===== src/tcr_cfg.svh =====
`ifndef TCR_CFG_SVH
`define TCR_CFG_SVH
// Register byte offsets
`define TCR_OFF_NVOL 4'h0
`define TCR_OFF_VOL 4'h4
`define TCR_OFF_STAT 4'h8
// Field positions in the configuration byte
`define TCR_LAT_HI 7
`define TCR_LAT_LO 6
`define TCR_BLK_BIT 5
`define TCR_BUF_BIT 4
// Upper four bits are the live fields; the low nibble stays zero
`define TCR_FIELD_MASK 8'hF0
`define TCR_FACTORY_DEF 8'h00
// Buffer sizes in bytes
`define TCR_BUF_SMALL 10'h100
`define TCR_BUF_LARGE 10'h200
// AXI responses
`define TCR_RESP_OKAY 2'h0
`define TCR_RESP_SLVERR 2'h2
`endif


===== src/tcr_pkg.sv =====
package tcr_pkg;
  // Transaction request from the command decoder
  typedef struct packed {
    logic erase_req;
    logic erase_blank;
    logic prog_byte;
    logic prog_start;
    logic [1:0] opcode_class;
  } tcr_req_t;
  // Decisions returned to the command decoder
  typedef struct packed {
    logic erase_go;
    logic erase_skip;
    logic [4:0] dummy_cycles;
    logic [8:0] buf_index;
  } tcr_ctl_t;
  typedef enum logic [1:0] {
    TCR_W_IDLE = 2'b00,
    TCR_W_RESP = 2'b01
  } tcr_wstate_t;
endpackage


===== src/tcr_top.sv =====
// Functional notes
// - Latency field sets register read dummy cycles
// - Dummy count depends on code and opcode
// - Blank check on: skip erase if blank
// - Blank check off: always erase
// - Buffer bit selects 256 or 512 bytes
// - Program write position wraps inside buffer
// - Both copies readable and writable
//
// Local design decisions: the placing of the registers and register access over AXI4-Lite.
`include "tcr_cfg.svh"
module tcr_top
  import tcr_pkg::*;
#(
  parameter int LAT_W = 5
) (
  input wire logic clk, // 10 MHz clock
  input wire logic rst_n, // Async reset, active low
  input wire logic ce, // Clock enable
  input wire logic [7:0] nvol_init, // Stored non-volatile image
  input wire tcr_req_t req, // Request from command decoder
  output tcr_ctl_t ctl, // Decisions to command decoder
  output logic nvol_wr_pulse, // Non-volatile copy updated
  input wire logic [3:0] s_axi_awaddr, // Write address
  input wire logic s_axi_awvalid, // Write address valid
  output logic s_axi_awready, // Write address ready
  input wire logic [31:0] s_axi_wdata, // Write data
  input wire logic [3:0] s_axi_wstrb, // Write strobes
  input wire logic s_axi_wvalid, // Write data valid
  output logic s_axi_wready, // Write data ready
  output logic [1:0] s_axi_bresp, // Write response
  output logic s_axi_bvalid, // Write response valid
  input wire logic s_axi_bready, // Write response ready
  input wire logic [3:0] s_axi_araddr, // Read address
  input wire logic s_axi_arvalid, // Read address valid
  output logic s_axi_arready, // Read address ready
  output logic [31:0] s_axi_rdata, // Read data
  output logic [1:0] s_axi_rresp, // Read response
  output logic s_axi_rvalid, // Read data valid
  input wire logic s_axi_rready // Read data ready
);
  // Refuse a dummy count too narrow for the latency table
  if (LAT_W < 5) begin : g_bad_lat_w
    $error("LAT_W too small");
  end

  // Dummy cycle table: code x opcode class
  function automatic logic [4:0] lat_lookup(input logic [1:0] code, input logic [1:0] cls);
    logic [4:0] base;
    base = 5'h0;
    case (cls)
      2'h0: base = 5'h0; // single-line SDR
      2'h1: base = 5'h4; // octal SDR
      2'h2: base = 5'h6; // octal DDR
      default: base = 5'h8; // non-volatile read
    endcase
    lat_lookup = base + {3'h0, code};
  endfunction

  tcr_wstate_t wst_r, wst_nxt;
  logic [7:0] nvol_r, nvol_nxt, vol_r, vol_nxt;
  logic boot_r, boot_nxt;
  logic aw_held_r, aw_held_nxt, w_held_r, w_held_nxt;
  logic [3:0] awaddr_r, awaddr_nxt;
  logic [7:0] wbyte_r, wbyte_nxt;
  logic wen_r, wen_nxt;
  logic [1:0] bresp_nxt;
  logic bvalid_nxt, awready_nxt, wready_nxt, nvpulse_nxt;
  logic arready_nxt, rvalid_nxt;
  logic [31:0] rdata_nxt;
  logic [1:0] rresp_nxt;
  tcr_ctl_t ctl_nxt;
  logic [8:0] idx_nxt;
  logic [9:0] buf_len;

  // Buffer length from the live copy
  assign buf_len = vol_r[`TCR_BUF_BIT] ? `TCR_BUF_LARGE : `TCR_BUF_SMALL;

  // Write channel and register update
  always_comb begin
    wst_nxt = wst_r;
    nvol_nxt = nvol_r;
    vol_nxt = vol_r;
    boot_nxt = 1'b0;
    aw_held_nxt = aw_held_r;
    w_held_nxt = w_held_r;
    awaddr_nxt = awaddr_r;
    wbyte_nxt = wbyte_r;
    wen_nxt = wen_r;
    bresp_nxt = s_axi_bresp;
    bvalid_nxt = s_axi_bvalid;
    nvpulse_nxt = 1'b0;
    if (boot_r) begin
      nvol_nxt = nvol_init & `TCR_FIELD_MASK;
      vol_nxt = nvol_init & `TCR_FIELD_MASK;
    end
    case (wst_r)
      TCR_W_IDLE: begin
        if (s_axi_awvalid && s_axi_awready) begin
          aw_held_nxt = 1'b1;
          awaddr_nxt = s_axi_awaddr;
        end
        if (s_axi_wvalid && s_axi_wready) begin
          w_held_nxt = 1'b1;
          wbyte_nxt = s_axi_wdata[7:0];
          wen_nxt = s_axi_wstrb[0];
        end
        if (aw_held_r && w_held_r) begin
          aw_held_nxt = 1'b0;
          w_held_nxt = 1'b0;
          bvalid_nxt = 1'b1;
          bresp_nxt = `TCR_RESP_OKAY;
          case (awaddr_r)
            `TCR_OFF_NVOL: begin
              if (wen_r) begin
                nvol_nxt = wbyte_r & `TCR_FIELD_MASK;
                nvpulse_nxt = 1'b1;
              end
            end
            `TCR_OFF_VOL: begin
              if (wen_r) vol_nxt = wbyte_r & `TCR_FIELD_MASK;
            end
            `TCR_OFF_STAT: bresp_nxt = `TCR_RESP_OKAY;
            default: bresp_nxt = `TCR_RESP_SLVERR;
          endcase
          wst_nxt = TCR_W_RESP;
        end
      end
      TCR_W_RESP: begin
        if (s_axi_bready) begin
          bvalid_nxt = 1'b0;
          wst_nxt = TCR_W_IDLE;
        end
      end
      default: wst_nxt = TCR_W_IDLE;
    endcase
    awready_nxt = (wst_nxt == TCR_W_IDLE) && !aw_held_nxt;
    wready_nxt = (wst_nxt == TCR_W_IDLE) && !w_held_nxt;
  end

  // Read channel
  always_comb begin
    arready_nxt = s_axi_arready || boot_r; // Open the read port once the copies load
    rvalid_nxt = s_axi_rvalid;
    rdata_nxt = s_axi_rdata;
    rresp_nxt = s_axi_rresp;
    if (s_axi_rvalid && s_axi_rready) begin
      rvalid_nxt = 1'b0;
      arready_nxt = 1'b1;
    end else if (s_axi_arvalid && s_axi_arready) begin
      arready_nxt = 1'b0;
      rvalid_nxt = 1'b1;
      rresp_nxt = `TCR_RESP_OKAY;
      case (s_axi_araddr)
        `TCR_OFF_NVOL: rdata_nxt = {24'h0, nvol_r};
        `TCR_OFF_VOL: rdata_nxt = {24'h0, vol_r};
        `TCR_OFF_STAT: rdata_nxt = {23'h0, ctl.buf_index};
        default: begin
          rdata_nxt = 32'h0;
          rresp_nxt = `TCR_RESP_SLVERR;
        end
      endcase
    end
  end

  // Transaction decisions from the volatile copy
  always_comb begin
    ctl_nxt = ctl;
    ctl_nxt.dummy_cycles = lat_lookup(vol_r[`TCR_LAT_HI:`TCR_LAT_LO], req.opcode_class);
    ctl_nxt.erase_go = 1'b0;
    ctl_nxt.erase_skip = 1'b0;
    if (req.erase_req) begin
      if (vol_r[`TCR_BLK_BIT] && req.erase_blank) begin
        ctl_nxt.erase_skip = 1'b1;
      end else begin
        ctl_nxt.erase_go = 1'b1;
      end
    end
    idx_nxt = ctl.buf_index;
    if (req.prog_start) begin
      idx_nxt = 9'h0;
    end else if (req.prog_byte) begin
      if ({1'b0, ctl.buf_index} + 10'h1 >= buf_len) idx_nxt = 9'h0;
      else idx_nxt = ctl.buf_index + 9'h1;
    end
    ctl_nxt.buf_index = idx_nxt;
  end

  // State registers
  always_ff @(posedge clk or negedge rst_n) begin
    if (!rst_n) begin
      wst_r <= TCR_W_IDLE;
      nvol_r <= `TCR_FACTORY_DEF;
      vol_r <= `TCR_FACTORY_DEF;
      boot_r <= 1'b1;
      aw_held_r <= 1'b0;
      w_held_r <= 1'b0;
      awaddr_r <= 4'h0;
      wbyte_r <= 8'h0;
      wen_r <= 1'b0;
      s_axi_awready <= 1'b0;
      s_axi_wready <= 1'b0;
      s_axi_bvalid <= 1'b0;
      s_axi_bresp <= 2'h0;
      s_axi_arready <= 1'b0;
      s_axi_rvalid <= 1'b0;
      s_axi_rdata <= 32'h0;
      s_axi_rresp <= 2'h0;
      nvol_wr_pulse <= 1'b0;
      ctl <= '0;
    end else if (ce) begin
      wst_r <= wst_nxt;
      nvol_r <= nvol_nxt;
      vol_r <= vol_nxt;
      boot_r <= boot_nxt;
      aw_held_r <= aw_held_nxt;
      w_held_r <= w_held_nxt;
      awaddr_r <= awaddr_nxt;
      wbyte_r <= wbyte_nxt;
      wen_r <= wen_nxt;
      s_axi_awready <= awready_nxt;
      s_axi_wready <= wready_nxt;
      s_axi_bvalid <= bvalid_nxt;
      s_axi_bresp <= bresp_nxt;
      s_axi_arready <= arready_nxt;
      s_axi_rvalid <= rvalid_nxt;
      s_axi_rdata <= rdata_nxt;
      s_axi_rresp <= rresp_nxt;
      nvol_wr_pulse <= nvpulse_nxt;
      ctl <= ctl_nxt;
    end
  end
endmodule


===== config.mk =====
export PLATFORM = sky130hd
export DESIGN_NAME = tcr_top
export DESIGN_NICKNAME = d
export VERILOG_FILES = /design/src/tcr_pkg.sv /design/src/tcr_top.sv
export VERILOG_INCLUDE_DIRS = /design/src
export SDC_FILE = /design/constraint.sdc
export NUM_CORES = 1
export LEC_CHECK = 0
export BUFFER_PORTS_ARGS = -buffer_cell sky130_fd_sc_hd__buf_2
export CORE_AREA = 2 2 92 94
export CTS_CLUSTER_DIAMETER = 100
export DETAILED_ROUTE_END_ITERATION = 6
export DIE_AREA = 0 0 94 96
export PLACE_DENSITY = 0.76
export SYNTH_ARGS = -nofsm -noshare
export SYNTH_HDL_FRONTEND = slang
export SYNTH_SLANG_ARGS = --single-unit

===== constraint.sdc =====
create_clock -name clk -period 3.5 [get_ports clk]
set_input_delay 0.525 -clock clk [delete_from_list [all_inputs] [get_ports clk]]
set_output_delay 0.525 -clock clk [all_outputs]
set_load 0.005 [all_outputs]

# After elaboration in Yosys (flattened, before gate mapping)
# Index checks and enable logic that the tools add are counted.
# word_totals
ff_bits,92
in_bits,66
wordCells,105
out_inout_bits,58
# classes
addsub,3
n_lt_le_gt_ge,1
n_reduce_logical,28
muxes,41
eq_ne,9
n_bitwise,1
# op_table
cell,count
8-bit two-way mux,10
9-bit two-way mux,3
9-bit one-hot mux with 3 select lines,1
1-bit two-way mux,18
4-bit one-hot mux with 3 select lines,1
3-bit AND reduction,4
9-bit by 1-bit adder with 10-bit output (second input constant),1
10-bit greater-or-equal comparator,1
10-bit two-way mux,1
2-bit two-way mux,5
9-bit by 1-bit adder with 9-bit output (second input constant),1
4-bit by 3-bit == test with 1-bit output (second input constant),2
4-bit == test (second input constant),2
1-bit logical AND,8
4-bit zero test,2
2-bit zero test,3
2-bit nonzero test,3
3-bit OR reduction,2
5-bit by 2-bit adder with 5-bit output,1
2-bit by 1-bit == test with 1-bit output (second input constant),2
2-bit inequality test (second input constant),2
2-bit one-hot mux with 2 select lines,1
2-bit AND reduction,2
4-bit AND reduction,1
5 further kinds,6

# Depth between registers and ports, before layout
# logic_depth
ltp_word,6
mapped_depth,10
ltp_nobuf,9

# Worst setup path before layout
# Ideal clock, no wire load.
# synth_path
path_kind,reg-to-reg
start,reg ctl[0] in the netlist's numbering
end,reg ctl[7] in the netlist's numbering
path_buffers,1
t_arrival_ns,2.204
t_required_ns,3.369
path_stages_with_launch,11
setup_ns,0.131
path_slack_ns,1.165
period_less_slack_ns,2.335
cell_sequence,dfrtp_1 > ha_1 > and4_1 > nand2b_1 > and2_2 > ha_1 > o2111ai_1 > buf_2 > a21oi_1 > o21ai_0 > o31ai_1
# synth_via
elab_chain_cells,5
elab_cells_between_ends,6
cone_classes,2 x add/sub; 1 x order compare; 3 x mux
# synth_lines
item,line,text
start: declaration,tcr_top.sv:22,"output tcr_ctl_t ctl,"
start signal: assignment,tcr_top.sv:230,ctl <= ctl_nxt;
9-bit by 1-bit adder with 10-bit output,tcr_top.sv:183,"if ({1'b0, ctl.buf_index} + 10'h1 >= buf_len) idx_nxt = 9'h0;"
10-bit greater-or-equal comparator,tcr_top.sv:183,
9-bit two-way mux *,tcr_top.sv:183,
9-bit two-way mux *,tcr_top.sv:182,end else if (req.prog_byte) begin
9-bit two-way mux *,tcr_top.sv:180,if (req.prog_start) begin
# Mark *: on every way between the ends. The rest lies on a longest branch, timed or not. The select of a mux whose other input is x is not followed.
# A chain may end at the register's enable or synchronous reset.

# Worst setup path in the final report
# layout_path
start,reg ctl[0] in the netlist's numbering
end,reg ctl[5] in the netlist's numbering
# The elaborated chain is that of the path after synthesis.

==> results.py <==
metrics = {
    "synth": {
        "syn_area_mm2": 0.003162,
        "synth-seq-cells": 63,
        "synthCells": 296,
        "synth_edf_count": 0,
        "async_reset_ff_frac": 1.000,
        "ys.flop_type": "dfrtp_1",
        "avgSynthCellArea_um2": 10.68,
        "synth_cell_types": 50,
        "yosysWarnings": 0,
        "synth.yosys.seq_area_share": 0.4990,
    },
    "power": {
        "p_per_area_mw_per_mm2": 549.5,
        "p_clk_frac": 0.343,
        "intPower_uw": 1465,
        "finalPower_uw": 2045,
        "vdd_drop_max_mv": 0.5147,
        "leakage_uw": 0.001833,
        "p_seq_frac": 0.485,
        "p_comb_frac": 0.172,
        "switching_share": 0.2837,
        "switching_power_uw": 580.2,
    },
    "worst_hold_path": {
        "hp-class": "in -> async",
    },
    "setup_path": {
        "cp-start-kind": "flop",
        "path_cells": "ha_1 > and4_1 > nand2b_1 > and2_2 > ha_1 > and4_1 > a2111oi_1 > a211o_1",
        "rr_endpoint": "ctl[5]",
        "worst-setup-path-type": "reg -> reg",
        "arrival_ns": 2.71,
        "critPathTopFamily": "simple AND/OR/NAND/NOR gates",
        "reg2regPathDepth": 8,
        "end_kind": "flop",
        "r2r_setup_slack_ns": 1.07,
        "crit_start": "ctl[0]",
        "r2r_start": "ctl[0]",
        "critPathSlowestCell": "dfrtp_1",
        "path_buf_inv": 0,
        "worst_path_largest_cell_delay_ns": 0.45,
        "crit_fanout": 7,
        "cp.required_ns": 3.78,
    },
    "timing": {
        "period_needed_ns": 2.431,
        "setup_tns_ns": 0,
        "rsz0062_at_grt": "no",
        "drv_slew": 0,
        "fmax_mhz": 411.4,
        "max_slew_margin": 0.5662,
        "finalCritPeriodShare": 0.6946,
        "finalSetupViolations": 0,
        "fin_skew_ns": 0.007391,
        "tightestPinTransition_ns": 0.6507,
        "hold_slack_ns": 0.2180,
        "hold_violations": 0,
    },
    "route": {
        "avgRoutedWirePerCell_um": 13.92,
        "drt_pass1_iterations": 4,
        "num_vias": 2414,
        "vias_per_cell": 5.093,
        "routed_wl_um": 6598,
        "ant_nets": 0,
        "drt_iter0_drc": 85,
        "drc": 0,
    },
    "cells_and_area": {
        "multi_input_area_mm2": 0.001413,
        "nets": 437,
        "fillers": 741,
        "drive_above_1_share": 0.2818,
        "syn_to_final_growth_pct": 17.69,
        "seq_area_mm2": 0.001578,
        "n_antenna_cell": 0,
    },
    "floorplan": {
        "ios": 124,
        "num_rows": 33,
        "die_area_mm2": 0.009024,
        "start_util": 0.3927,
        "coreArea_mm2": 0.008051,
        "die_y_um": 96,
        "dieWidth_um": 94,
    },
    "outcome": {
        "status": "finished, final reports clean",
    },
    "run": {
        "maxCapViolations": 0,
    },
    "cts": {
        "worstSkewPairLatency_ns": 0.33,
        "postCtsSetupBuffers": 0,
        "numCtsBuffers": 9,
        "ctsResizeCount": 0,
        "clockRootBuffer": "clkbuf_8",
        "clock_path_buffers": 2,
        "cts_tree": "yes",
        "cts_hold_buf": 0,
        "htreeDepth": 3,
        "clk_pin_slew_ns": 0.07,
        "numClockSinks": 63,
    },
    "global_route": {
        "top_usage_layer": "met2",
        "use_met2": 0.2661,
        "grt_pass1_vias": 2303,
        "antenna_found_initial": 1,
        "grt_use_met1": 0.1989,
        "grt_usage": 0.1592,
        "grt_max_degree": 38,
        "met3_usage": 0.05717,
        "grt_pass1_wl_um": 11170,
        "grt.overflow.total": 0,
    },
    "placement": {
        "dp_hpwl_um": 4915,
        "gp_congestion": 0.8460,
        "port_buffers": 63,
    },
}
flip-flops by register name, summed over array words and instances (netlist names):
signal and cells:
nvol_wr_pulse 1, boot_r 1, nvol_r 8, s_axi_bvalid 1, s_axi_wready 1, w_held_r 1, aw_held_r 1, s_axi_rdata 9
wbyte_r 4, vol_r 8, s_axi_bresp 1, wen_r 1, s_axi_awready 1, wst_r 2, ctl 16, s_axi_arready 1
awaddr_r 4, s_axi_rresp 1, s_axi_rvalid 1
per-stage QoR:
stage	instances	worst slack [ns]	util	area, um^2
after detailed placement	458	1.069	0.4348	3501
after global placement	458	1.126	0.4348	3501
final	474	1.069	0.4622	3721
after CTS	474	1.054	0.4622	3721
after global routing	474	0.9105	0.4622	3721
after floorplan	320	1.165	-	3252
cell usage after synthesis (3+ instances only):
master,number,share of area
buf_2,5,0.0079
a21oi_1,8,0.013
buf_4,25,0.059
inv_1,9,0.011
mux2i_1,8,0.025
and2_1,8,0.016
a2bb2oi_1,4,0.011
clkbuf_1,3,0.0036
nor2_1,12,0.014
a22o_1,9,0.025
dfrtp_1,62,0.49
o22ai_1,9,0.018
o31ai_1,4,0.0095
mux2_2,14,0.050
nand3_1,8,0.013
o21ai_0,23,0.036
o21a_1,4,0.0095
nand2_1,28,0.033
ha_1,6,0.024
and3_1,3,0.0059
nor2b_1,4,0.0079
nand2b_1,7,0.014
layout make-up:
class / instances / share of cell area
Inverter: 9 / 0.009079
Clock buffer: 10 / 0.03430
Clock inverter: 6 / 0.02488
Tap cell: 105 / 0.03531
Timing Repair Buffer: 67 / 0.09280
Multi-Input combinational cell: 214 / 0.3796
Sequential cell: 63 / 0.4240
power by group through the flow:
stage               clock network, uW  logic, uW  registers, uW
floorplan                           0        251            974
global placement                    0        343            999
detailed placement                  0        353           1010
CTS                               720        356            994
global route                      757        405           1010
finish                            702        351            992
routing by layer:
layer,vias to the layer above,wire (um)
met4,2,46
met3,7,561
met1,1152,2859
met5,-,11
met2,98,3120
li1,1155,-
worst max-delay path by stage:
stage / endpoint / depth (start not counted)
2_1_floorplan: ctl[7] / 10
3_3_place_gp: ctl[5] / 8
3_5_place_dp: ctl[5] / 8
4_1_cts: ctl[5] / 8
5_1_grt: ctl[5] / 8
6_report: ctl[5] / 8
kinds of logic after synthesis:
logic type | synth area share
adders and majority gates | 0.03007
and+or+nand+nor | 0.1330
DFF | 0.4990
buffers and inverters | 0.08270
muxes | 0.07519
AOI/OAI and AO/OA | 0.1789
other | 0.001186
placed cells by master (no fill, tap or decap), types with 9 or more instances in the layout:
master and count:
o21ai_0 23, buf_2 63, nand2_1 28, mux2_2 14, dfrtp_1 62, nor2_1 12, clkbuf_8 9, inv_1 9
conb_1 25, o22ai_1 9, a22o_1 9
Power figures use the tool's default switching activity.
